## config.mk

```make
export PLATFORM = sky130hd
export DESIGN_NAME = sidl_dev_flat
export DESIGN_NICKNAME = d
export VERILOG_FILES = /design/src/design/sidl_pkg.sv /design/src/design/sidl_if.sv /design/src/design/sidl_sync.sv /design/src/design/sidl_dev.sv /design/src/flat_wrapper.sv
export SDC_FILE = /design/constraint.sdc
export NUM_CORES = 1
export LEC_CHECK = 0
export BUFFER_PORTS_ARGS = -buffer_cell sky130_fd_sc_hd__buf_2
export CAP_MARGIN = 20
export CELL_PAD_IN_SITES_DETAIL_PLACEMENT = 1
export CELL_PAD_IN_SITES_GLOBAL_PLACEMENT = 2
export CORE_ASPECT_RATIO = 1.1
export CORE_MARGIN = 5
export CORE_UTILIZATION = 43
export CTS_BUF_LIST = sky130_fd_sc_hd__clkbuf_4 sky130_fd_sc_hd__clkbuf_8
export DETAILED_ROUTE_END_ITERATION = 7
export PLACE_DENSITY_LB_ADDON = 0.1
export SLEW_MARGIN = 20
export SYNTH_ARGS = -nofsm -noshare
export SYNTH_HDL_FRONTEND = slang
export SYNTH_HIERARCHICAL = 1
export SYNTH_SLANG_ARGS = --single-unit
```

## constraint.sdc

```tcl
create_clock -name CLK -period 9.25 [get_ports CLK]
set_clock_uncertainty 0.2 [all_clocks]
set_input_delay 1.85 -clock CLK [delete_from_list [all_inputs] [get_ports CLK]]
set_output_delay 1.85 -clock CLK [all_outputs]
set_load 0.02 [all_outputs]
```

## src/design/sidl_pkg.sv

```systemverilog
// shared constants of the id page link: command codes, address fields,
// write timing and the controller's register map.
// assumes a 20 MHz system clock on both ends.
package sidl_pkg;
  localparam int         PAGE_BYTES        = 32;
  localparam logic [7:0] CMD_WRITE_ENABLE  = 8'h06;
  localparam logic [7:0] CMD_WRITE_DISABLE = 8'h04;
  localparam logic [7:0] CMD_ID_WRITE      = 8'h82;
  localparam logic [7:0] CMD_ID_READ       = 8'h83;
  localparam int         ID_SPACE_SEL_BIT  = 10;
  localparam int         LOCK_DATA_BIT     = 1;
  localparam logic [7:0] ERASED_BYTE       = 8'hFF;
  localparam logic [1:0] BP_ALL            = 2'h3;
  localparam int         CLK_HZ            = 20_000_000;
  localparam int         TW_US             = 1000;
  localparam int         TW_CYC            = TW_US * (CLK_HZ / 1_000_000);
  localparam logic [7:0] REG_CTRL          = 8'h00;
  localparam logic [7:0] REG_TXD           = 8'h04;
  localparam logic [7:0] REG_RXD           = 8'h08;
  localparam logic [7:0] REG_STAT          = 8'h0C;
  localparam logic [7:0] REG_DIV           = 8'h10;
  localparam int         CTRL_GO_BIT       = 0;
  localparam int         CTRL_CS_BIT       = 1;
  localparam logic [7:0] DIV_RST           = 8'h04;
endpackage : sidl_pkg

```

## src/design/sidl_if.sv

```systemverilog
// serial link between the id page device and its host controller.
// assumes the bench joins both modports; all four wires are plain levels.
`timescale 1ns/1ns
`default_nettype none
interface sidl_if;
  logic cs_n;
  logic sck;
  logic mosi;
  logic miso;
  modport dev  (input cs_n, input sck, input mosi, output miso);
  modport host (output cs_n, output sck, output mosi, input miso);
endinterface : sidl_if
`default_nettype wire

```

## src/design/sidl_sync.sv

```systemverilog
// three-stage input synchroniser with filtered level and edge pulses.
// assumes d is asynchronous to clk.
`timescale 1ns/1ns
`default_nettype none
module sidl_sync #(
  parameter logic INIT = 1'b0
) (
  input  wire logic clk,
  input  wire logic rst,
  input  wire logic d,
  output logic      q,
  output logic      rise,
  output logic      fall
);
  logic s1;
  logic s2;
  logic s3;

  // s1 feeds s2 only; a change counts once s2 and s3 agree
  always_ff @(posedge clk) begin
    if (rst) begin
      s1 <= INIT;
      s2 <= INIT;
      s3 <= INIT;
      q  <= INIT;
    end else begin
      s1 <= d;
      s2 <= s1;
      s3 <= s2;
      if (s2 == s3) begin
        q <= s3;
      end
    end
  end

  assign rise = (s2 == s3) && s3 && !q;
  assign fall = (s2 == s3) && !s3 && q;
endmodule : sidl_sync
`default_nettype wire

```

## src/design/sidl_dev.sv

```systemverilog
// device end: id page write, lock status read and page lock.
// assumes CLK much faster than the link clock (at least 8 CLK per link period);
// nonvolatile state survives RST and is set to delivery state by NV_ERASE.
// Notes on behaviour
// - one lockable 32-byte identification page
// - host: cs low, command, address, data
// - id select low for write; low five bits index
// - host: lock read sends id select high
// - lock status byte lsb shows lock
// - status byte repeats until cs rises
// - lock needs write enable first
// - lock data byte must have bit one set
// - cs must rise right after eighth bit (code takes a rise after any whole data byte, lock bit from the last)
// - good lock frame starts timed write
// - lock ignored during write cycle
// - lock ignored when both protect bits set
// - lock ignored on cs rise off boundary
// - cs falling edge needed after power-up (code counts cs already low at reset release as one)
// - power-up clears enable latch and busy
// - protect and disable bits survive power loss
// - delivered protect and disable bits zero
// - write cycle end clears busy flag
//
// Decided for this implementation: the register offsets and the Wishbone register port.
`timescale 1ns/1ns
`default_nettype none
module sidl_dev #(
  parameter int WRITE_CYCLES = sidl_pkg::TW_CYC,
  parameter int PAGE_BYTES   = sidl_pkg::PAGE_BYTES
) (
  input  wire logic       CLK,
  input  wire logic       RST,
  sidl_if.dev             LINK,
  input  wire logic       NV_ERASE,
  input  wire logic       NV_STATUS_WE,
  input  wire logic [2:0] NV_STATUS_IN,
  output logic            WRITE_ENABLE_LATCH,
  output logic            WRITE_IN_PROGRESS_FLAG,
  output logic            ID_LOCKED,
  output logic            STATUS_WRITE_DISABLE_BIT,
  output logic            BLOCK_PROTECT_HIGH,
  output logic            BLOCK_PROTECT_LOW
);
  localparam int AW   = $clog2(PAGE_BYTES);
  localparam int TW_W = $clog2(WRITE_CYCLES + 1);
  localparam int SEL  = sidl_pkg::ID_SPACE_SEL_BIT - 8;

  typedef enum logic [2:0] {ST_WAIT, ST_CMD, ST_ADDR, ST_DIN, ST_DOUT, ST_SKIP} sidl_dst_t;

  sidl_dst_t             state;
  sidl_dst_t             next_state;
  logic                  sck_rise;
  logic                  sck_fall;
  logic                  cs_rise;
  logic                  cs_fall;
  logic                  mosi_q;
  logic [2:0]            bit_cnt;
  logic [7:0]            sh;
  logic [7:0]            cmd;
  logic [7:0]            addr_hi;
  logic [7:0]            out_byte;
  logic                  addr_cnt;
  logic                  id_op;
  logic                  got_byte;
  logic                  lock_bit;
  logic                  pend_lock;
  logic                  miso;
  logic [AW-1:0]         ptr;
  logic                  write_enable_latch;
  logic                  write_in_progress_flag;
  logic [TW_W-1:0]       tw_cnt;
  logic                  locked;
  logic                  status_write_disable_bit;
  logic [1:0]            bp;
  logic [7:0]            page [PAGE_BYTES];
  logic [7:0]            wbuf [PAGE_BYTES];
  logic [PAGE_BYTES-1:0] mask;

  sidl_sync #(.INIT(1'b0)) u_sck (
    .clk  (CLK),
    .rst  (RST),
    .d    (LINK.sck),
    .q    (),
    .rise (sck_rise),
    .fall (sck_fall)
  );
  // cs starts high so a high level at release is no edge; a low level there counts as a falling edge
  sidl_sync #(.INIT(1'b1)) u_cs (
    .clk  (CLK),
    .rst  (RST),
    .d    (LINK.cs_n),
    .q    (),
    .rise (cs_rise),
    .fall (cs_fall)
  );
  sidl_sync #(.INIT(1'b0)) u_mosi (
    .clk  (CLK),
    .rst  (RST),
    .d    (LINK.mosi),
    .q    (mosi_q),
    .rise (),
    .fall ()
  );

  wire [7:0]    byte_in   = {sh[6:0], mosi_q};
  wire          byte_end  = sck_rise && (bit_cnt == 3'h7) && (state != ST_WAIT);
  wire [AW-1:0] ptr_nx    = ptr + 1'b1;
  wire [AW-1:0] ptr_addr  = byte_in[AW-1:0];
  wire [7:0]    lock_byte = {7'h00, locked};
  wire          frame_ok  = cs_rise && (state == ST_DIN) && (bit_cnt == 3'h0) && got_byte;
  wire          lock_go   = frame_ok && id_op && lock_bit && write_enable_latch && !write_in_progress_flag && (bp != sidl_pkg::BP_ALL);
  wire          idw_go    = frame_ok && !id_op && write_enable_latch && !write_in_progress_flag && !locked;
  wire          start     = lock_go || idw_go;
  wire          cmd_ok    = cs_rise && (state == ST_SKIP) && (bit_cnt == 3'h0) && !write_in_progress_flag;
  wire          write_enable_command_go   = cmd_ok && (cmd == sidl_pkg::CMD_WRITE_ENABLE);
  wire          wrdi_go   = cmd_ok && (cmd == sidl_pkg::CMD_WRITE_DISABLE);
  wire          wip_done  = write_in_progress_flag && (tw_cnt == TW_W'(WRITE_CYCLES - 1));

  always_comb begin
    next_state = state;
    unique case (state)
      ST_WAIT: next_state = ST_WAIT;
      ST_CMD: begin
        // id commands refused while a write cycle runs
        if (!write_in_progress_flag && (byte_in == sidl_pkg::CMD_ID_WRITE || byte_in == sidl_pkg::CMD_ID_READ)) begin
          next_state = ST_ADDR;
        end else begin
          next_state = ST_SKIP;
        end
      end
      ST_ADDR: begin
        if (addr_cnt) begin
          next_state = (cmd == sidl_pkg::CMD_ID_READ) ? ST_DOUT : ST_DIN;
        end
      end
      ST_DIN, ST_DOUT, ST_SKIP: next_state = state;
      default: next_state = ST_WAIT;
    endcase
  end

  always_ff @(posedge CLK) begin
    if (RST) begin
      state <= ST_WAIT;
    end else if (cs_fall) begin
      state <= ST_CMD;
    end else if (cs_rise) begin
      state <= ST_WAIT;
    end else if (byte_end) begin
      state <= next_state;
    end
  end

  always_ff @(posedge CLK) begin
    if (RST || cs_fall) begin
      bit_cnt  <= 3'h0;
      addr_cnt <= 1'b0;
      got_byte <= 1'b0;
    end else if (sck_rise && state != ST_WAIT) begin
      bit_cnt  <= bit_cnt + 3'h1;
      sh       <= byte_in;
      got_byte <= got_byte || (byte_end && state == ST_DIN);
      if (byte_end && state == ST_ADDR) begin
        addr_cnt <= 1'b1;
      end
    end
  end

  // staging buffer keeps a refused or broken frame from touching the page
  always_ff @(posedge CLK) begin
    if (RST) begin
      mask <= '0;
    end else if (cs_fall && !write_in_progress_flag) begin
      mask <= '0;
    end else if (byte_end) begin
      unique case (state)
        ST_CMD: cmd <= byte_in;
        ST_ADDR: begin
          addr_hi <= byte_in;
          if (addr_cnt) begin
            ptr      <= ptr_addr;
            id_op    <= addr_hi[SEL];
            out_byte <= addr_hi[SEL] ? lock_byte : page[ptr_addr];
          end
        end
        ST_DIN: begin
          if (id_op) begin
            lock_bit <= byte_in[sidl_pkg::LOCK_DATA_BIT];
          end else begin
            wbuf[ptr]  <= byte_in;
            mask[ptr]  <= 1'b1;
            ptr        <= ptr_nx;
          end
        end
        ST_DOUT: begin
          // status byte stays put; page read advances
          if (!id_op) begin
            ptr      <= ptr_nx;
            out_byte <= page[ptr_nx];
          end
        end
        default: begin
        end
      endcase
    end
  end

  always_ff @(posedge CLK) begin
    if (RST) begin
      write_enable_latch       <= 1'b0;
      write_in_progress_flag       <= 1'b0;
      tw_cnt    <= '0;
      pend_lock <= 1'b0;
    end else if (write_in_progress_flag) begin
      tw_cnt <= tw_cnt + 1'b1;
      if (wip_done) begin
        write_in_progress_flag <= 1'b0;
        write_enable_latch <= 1'b0;
      end
    end else if (start) begin
      write_in_progress_flag       <= 1'b1;
      tw_cnt    <= '0;
      pend_lock <= lock_go;
    end else if (write_enable_command_go) begin
      write_enable_latch <= 1'b1;
    end else if (wrdi_go) begin
      write_enable_latch <= 1'b0;
    end
  end

  // nonvolatile cells: RST models power-up and leaves them alone
  always_ff @(posedge CLK) begin
    if (NV_ERASE) begin
      locked <= 1'b0;
      status_write_disable_bit   <= 1'b0;
      bp     <= 2'h0;
      for (int i = 0; i < PAGE_BYTES; i++) begin
        page[i] <= sidl_pkg::ERASED_BYTE;
      end
    end else begin
      if (NV_STATUS_WE) begin
        {status_write_disable_bit, bp} <= NV_STATUS_IN;
      end
      if (wip_done && pend_lock) begin
        locked <= 1'b1;
      end
      for (int i = 0; i < PAGE_BYTES; i++) begin
        if (wip_done && !pend_lock && mask[i]) begin
          page[i] <= wbuf[i];
        end
      end
    end
  end

  // mode 0: next bit goes out on each falling link clock
  always_ff @(posedge CLK) begin
    if (RST || state != ST_DOUT) begin
      miso <= 1'b0;
    end else if (sck_fall) begin
      miso <= out_byte[~bit_cnt];
    end
  end

  assign LINK.miso                = miso;
  assign WRITE_ENABLE_LATCH       = write_enable_latch;
  assign WRITE_IN_PROGRESS_FLAG   = write_in_progress_flag;
  assign ID_LOCKED                = locked;
  assign STATUS_WRITE_DISABLE_BIT = status_write_disable_bit;
  assign BLOCK_PROTECT_HIGH       = bp[1];
  assign BLOCK_PROTECT_LOW        = bp[0];
endmodule : sidl_dev
`default_nettype wire

```

## src/flat_wrapper.sv

```systemverilog
// flat-port wrapper written by rule: the top's interface ports become plain ports
module sidl_dev_flat 
#(
  parameter int WRITE_CYCLES = sidl_pkg::TW_CYC,
  parameter int PAGE_BYTES   = sidl_pkg::PAGE_BYTES
)
  (CLK, RST, NV_ERASE, NV_STATUS_WE, NV_STATUS_IN, WRITE_ENABLE_LATCH, WRITE_IN_PROGRESS_FLAG, ID_LOCKED, STATUS_WRITE_DISABLE_BIT, BLOCK_PROTECT_HIGH, BLOCK_PROTECT_LOW, LINK_cs_n, LINK_sck, LINK_mosi, LINK_miso);
  sidl_if LINK_i ();
  input  wire logic CLK;
  input  wire logic RST;
  input  wire logic NV_ERASE;
  input  wire logic NV_STATUS_WE;
  input  wire logic [2:0] NV_STATUS_IN;
  output logic WRITE_ENABLE_LATCH;
  output logic WRITE_IN_PROGRESS_FLAG;
  output logic ID_LOCKED;
  output logic STATUS_WRITE_DISABLE_BIT;
  output logic BLOCK_PROTECT_HIGH;
  output logic BLOCK_PROTECT_LOW;
  input wire logic [$bits(LINK_i.cs_n)-1:0] LINK_cs_n;
  input wire logic [$bits(LINK_i.sck)-1:0] LINK_sck;
  input wire logic [$bits(LINK_i.mosi)-1:0] LINK_mosi;
  output wire logic [$bits(LINK_i.miso)-1:0] LINK_miso;
  assign LINK_i.cs_n = LINK_cs_n;
  assign LINK_i.sck = LINK_sck;
  assign LINK_i.mosi = LINK_mosi;
  assign LINK_miso = LINK_i.miso;
  sidl_dev #(.WRITE_CYCLES(WRITE_CYCLES), .PAGE_BYTES(PAGE_BYTES)) u_core (.CLK(CLK), .RST(RST), .LINK(LINK_i), .NV_ERASE(NV_ERASE), .NV_STATUS_WE(NV_STATUS_WE), .NV_STATUS_IN(NV_STATUS_IN), .WRITE_ENABLE_LATCH(WRITE_ENABLE_LATCH), .WRITE_IN_PROGRESS_FLAG(WRITE_IN_PROGRESS_FLAG), .ID_LOCKED(ID_LOCKED), .STATUS_WRITE_DISABLE_BIT(STATUS_WRITE_DISABLE_BIT), .BLOCK_PROTECT_HIGH(BLOCK_PROTECT_HIGH), .BLOCK_PROTECT_LOW(BLOCK_PROTECT_LOW));
endmodule
```

Yosys cells after proc, flatten, opt, wreduce, memory -nomap -nowiden
Memories as Yosys holds them, arrays and structs flattened.
Cells that the tools add are included.
{"block": "word_totals", "mem_bits_rw": 512, "memories": 2, "in_bits": 10, "wordCells": 374, "ff_bits": 108}
{"name": "u_core.page", "depth": 32, "width": 8, "rd": 2, "rd_ports_with_merged_regs": 0, "write_ports": 32, "line_no": "sidl_dev.sv:75", "text": "logic [7:0] page [PAGE_BYTES];"}
{"name": "u_core.wbuf", "depth": 32, "width": 8, "rd": 32, "rd_ports_with_merged_regs": 0, "write_ports": 1, "line_no": "sidl_dev.sv:76", "text": "logic [7:0] wbuf [PAGE_BYTES];"}
{"block": "op_classes", "bitwise": 40, "n_eq_ne": 24, "addsub": 3, "n_reduce_logical": 105, "n_mux": 164, "n_lt_le_gt_ge": 3}
{"operator": "two-way mux 8 bit", "n": 35}
{"operator": "two-way mux 1 bit", "n": 117}
{"operator": "logical AND 1 bit", "n": 68}
{"operator": "bitwise OR 1 bit", "n": 32}
{"operator": "bitwise OR 32 bit", "n": 1}
{"operator": "two-way mux 15 bit", "n": 2}
{"operator": "== test 8 bit (second input constant)", "n": 3}
{"operator": "== test 8 x 3 -> 1 bit (second input constant)", "n": 2}
{"operator": "case mux 8 bit (2 select lines)", "n": 1}
{"operator": "adder 15 x 1 -> 15 bit (second input constant)", "n": 1}
{"operator": "== test 15 bit (second input constant)", "n": 1}
{"operator": "AND reduction 3 bit", "n": 4}
{"operator": "AND reduction 6 bit", "n": 2}
{"operator": "two-way mux 5 bit", "n": 2}
{"operator": "case mux 5 bit (2 select lines)", "n": 1}
{"operator": "AND reduction 5 bit", "n": 2}
{"operator": "== test 3 bit (second input constant)", "n": 3}
{"operator": "two-way mux 3 bit", "n": 3}
{"operator": "case mux 3 bit (3 select lines)", "n": 1}
{"operator": "nonzero test 3 bit", "n": 3}
{"operator": "zero test 1 bit", "n": 8}
{"operator": "!= test 2 bit (second input constant)", "n": 4}
{"operator": "AND reduction 4 bit", "n": 2}
{"operator": "== test 3 x 2 -> 1 bit (second input constant)", "n": 2}
{"operator": "21 further kinds", "n": 39}

Longest topological paths before layout
{"block": "logic_depth", "depth_word": 14, "ltp_mapped": 12}

Modules after synthesis
Netlist, hierarchy kept.
{"mod": "sidl_dev", "n_inst": 1, "cells_per_inst": 1609, "area_each_um2": 25663.4}
{"mod": "sidl_sync (u_core.u_mosi ...)", "n_inst": 2, "cells_per_inst": 15, "area_each_um2": 155.1}
{"mod": "sidl_sync (u_core.u_cs)", "n_inst": 1, "cells_per_inst": 16, "area_each_um2": 161.4}

Worst setup path before layout
Ideal clock, no wire load.
{"block": "synth_timing", "path_type": "input -> register", "start": "input RST", "end": "memory u_core.wbuf[25][0] (enable)", "cell_stages": 6, "arrival_time_ns": 3.262, "n_path_buf": 1, "setup_ns": 0.370, "path_slack_ns": 5.418, "path_cell_list": "a21oi_1 > nand2_1 > nor3_2 > nand2_1 > buf_2 > nor2_1"}
{"block": "synth_via", "elab_chain_len": 2}
{"item": "start, declared", "line_no": "flat_wrapper.sv:10", "text": "input wire logic RST;"}
{"item": "two-way mux 1 bit", "line_no": "sidl_dev.sv:170", "text": "if (RST) begin"}
{"item": "two-way mux 1 bit (implied by the code)", "line_no": "sidl_dev.sv:189", "text": "wbuf[ptr] <= byte_in;"}
{"item": "end, declared", "line_no": "sidl_dev.sv:76"}
No other way between the ends.

Worst setup path after layout
{"block": "layout_timing", "start": "input RST", "end": "memory u_core.wbuf[9][5] (enable)"}
Same word-level chain as after synthesis.

==> reports/qor.csv <==
metric,value,unit
Hold Crit Start,u_core/u_cs/s1,
worst setup slack after layout,4.20,ns
Die Ht,268,microns
clock sinks,618,
fmax,198,MHz
post-route clock period utilization,54.6,%
Final Hold Slack,0.214,ns
TNS Setup,0,ns
GRT Util Overall,21.7,%
Critical Path RT,9.36,ns
Tmin final,5.05,ns
share of layout cells above drive strength 1,30.4,%
CP max FO,34,
utilization after layout,48.2,%
Leakage,9.27,nW
CORE AREA,60000,sq um
Post-DP Area,27000,sq um
CTS tree,done,
ANT nets after route,0,
Slew @ Worst Pin,1.09,ns
Worst R2R End,u_core/wbuf[9][5],
total grt overflow,0,
Cells after Synth,1652,
Worst slew margin,27.4,%
number of global-route vias before repair,14900,
Core Rows,94,
clk_lat worst skew,0.70,ns
DRC violations left,0,
Longest Clk Path Bufs,3,
Hold Buf Count CTS,0,
die area,65800,sq um
Layout fillers,5812,
unrepaired setup endpoints after global routing,no,
Root Driver,clkbuf_8,
Max VDD drop,110,uV
dpl hpwl,46300,microns
Design Power,5.53,mW
RD Place Congestion,0.919,
Post-Route WL,70700,microns
reg-to-reg critical path startpoint,u_core/WRITE_IN_PROGRESS_FLAG,
initial core utilization,43.5,%
hold depth,1,
post_cts resized,0,
Synth Net Count,1675,
CTS H-tree lvls,3,
via/cell ratio,5.66,
Layout Cells excl Fill,2557,
Yosys Warn Count,6,
Final Setup Violations,0,
CTS Buf Count,97,
outcome,finished clean,
IO buf count,16,
Sequential Area,17800,sq um
Worst R2R Setup Slack,4.87,ns
area of the mapped netlist,26100,sq um
P&R area growth vs syn,10.8,%
CP endpoint kind,register,
multi-input logic area,7880,sq um
Die Width,245,microns
worst reg2reg path depth,7,
Avg Synthesized Cell Area,15.8,sq um
post-route cell area,28900,sq um
Hold Path Sink,u_core/u_cs/s2,
I/O pins,17,
worst hold-check path type,register to register,
CTS clock-pin slew for the worst setup and hold paths,0.06,ns
initial antenna violation count,2,
vias,14500,
pre-CTS setup slack,3.47,ns
maxcap violations,0,
worst endpoint data arrival time,5.16,ns
Initial DRC Count,1255,
largest net degree at the start of global routing,77,
placed cells,2374,
fin. max-slew vios,0,
Final Hold Fails,0,
Post-CTS Setup Bufs,0,
startpoint class of the critical path,primary input,
nets@finish,1728,
first-pass GRT wire length,104000,microns
WL/cell,27.6,microns
Pre-antenna DRT Iters,5,
kind of critical path,primary input to register,
PwrDens,191,nW/um^2
-- final cells by class --
| type | count | area share (%) |
|---|---|---|
| Sequential cell | 618 | 61.6 |
| Multi-Input combinational cell | 934 | 27.2 |
| Clock buffer | 147 | 6.11 |
| Tap cell | 768 | 3.32 |
| Timing Repair Buffer | 39 | 0.883 |
| Clock inverter | 34 | 0.662 |
| Inverter | 15 | 0.195 |
| Antenna cell | 2 | 0.0173 |
-- flip-flops by register name, indices dropped and copies added, names as in the netlist, 2 cells and up --
signal and cells:
u_core/page 256, u_core/wbuf 256, u_core/mask 32, u_core/tw_cnt 15, u_core/cmd 8, u_core/out_byte 8
u_core/sh 7, u_core/ptr 5, u_core/bit_cnt 3, u_core/state 3, u_core/bp 2
-- cell usage in the layout (no fill, tap or decap), drive strengths merged, types with 39 or more instances in the layout --
cell    count
edfxtp    543
or2       261
nand2     149
clkbuf    147
mux4      128
nor2       76
dfxtp      75
nand3      41
o21ai      40
buf        39
-- worst max-delay path, cell delays in order --
cell and delay (ns):
buf_2 0.31, a21oi_4 0.20, buf_4 0.53, nand2_1 0.33, nor3_2 0.36, nand2_1 0.73, nor2_1 0.81
-- worst max-delay path by stage --
stage,from,slack (ns),cells after the start,end
after detailed placement,RST,3.47,7,u_core/wbuf[9][0]
after CTS,RST,4.26,7,u_core/wbuf[9][5]
after floorplan,RST,5.42,6,u_core/wbuf[25][0]
final,RST,4.20,7,u_core/wbuf[9][5]
after global routing,RST,4.03,7,u_core/wbuf[9][2]
after global placement,RST,3.62,7,u_core/wbuf[29][0]
-- power by group --
| part | leakage, nW | switching, mW | internal (mW) |
|---|---|---|---|
| registers | 5.63 | 0.0446 | 3.06 |
| clock network | 1.04 | 1.05 | 1.25 |
| logic | 2.60 | 0.0732 | 0.0562 |
| total | 9.27 | 1.17 | 4.37 |
-- per-layer routing --
metal / vias to the layer above / global-route usage (%) / wire [microns]
li1: 6397 / - / -
met1: 7592 / 29.5 / 30800
met2: 417 / 37.1 / 35000
met3: 78 / 3.29 / 3470
met4: 0 / 6.01 / 1400
met5: - / 0 / 0
Power figures use the tool's default switching activity.
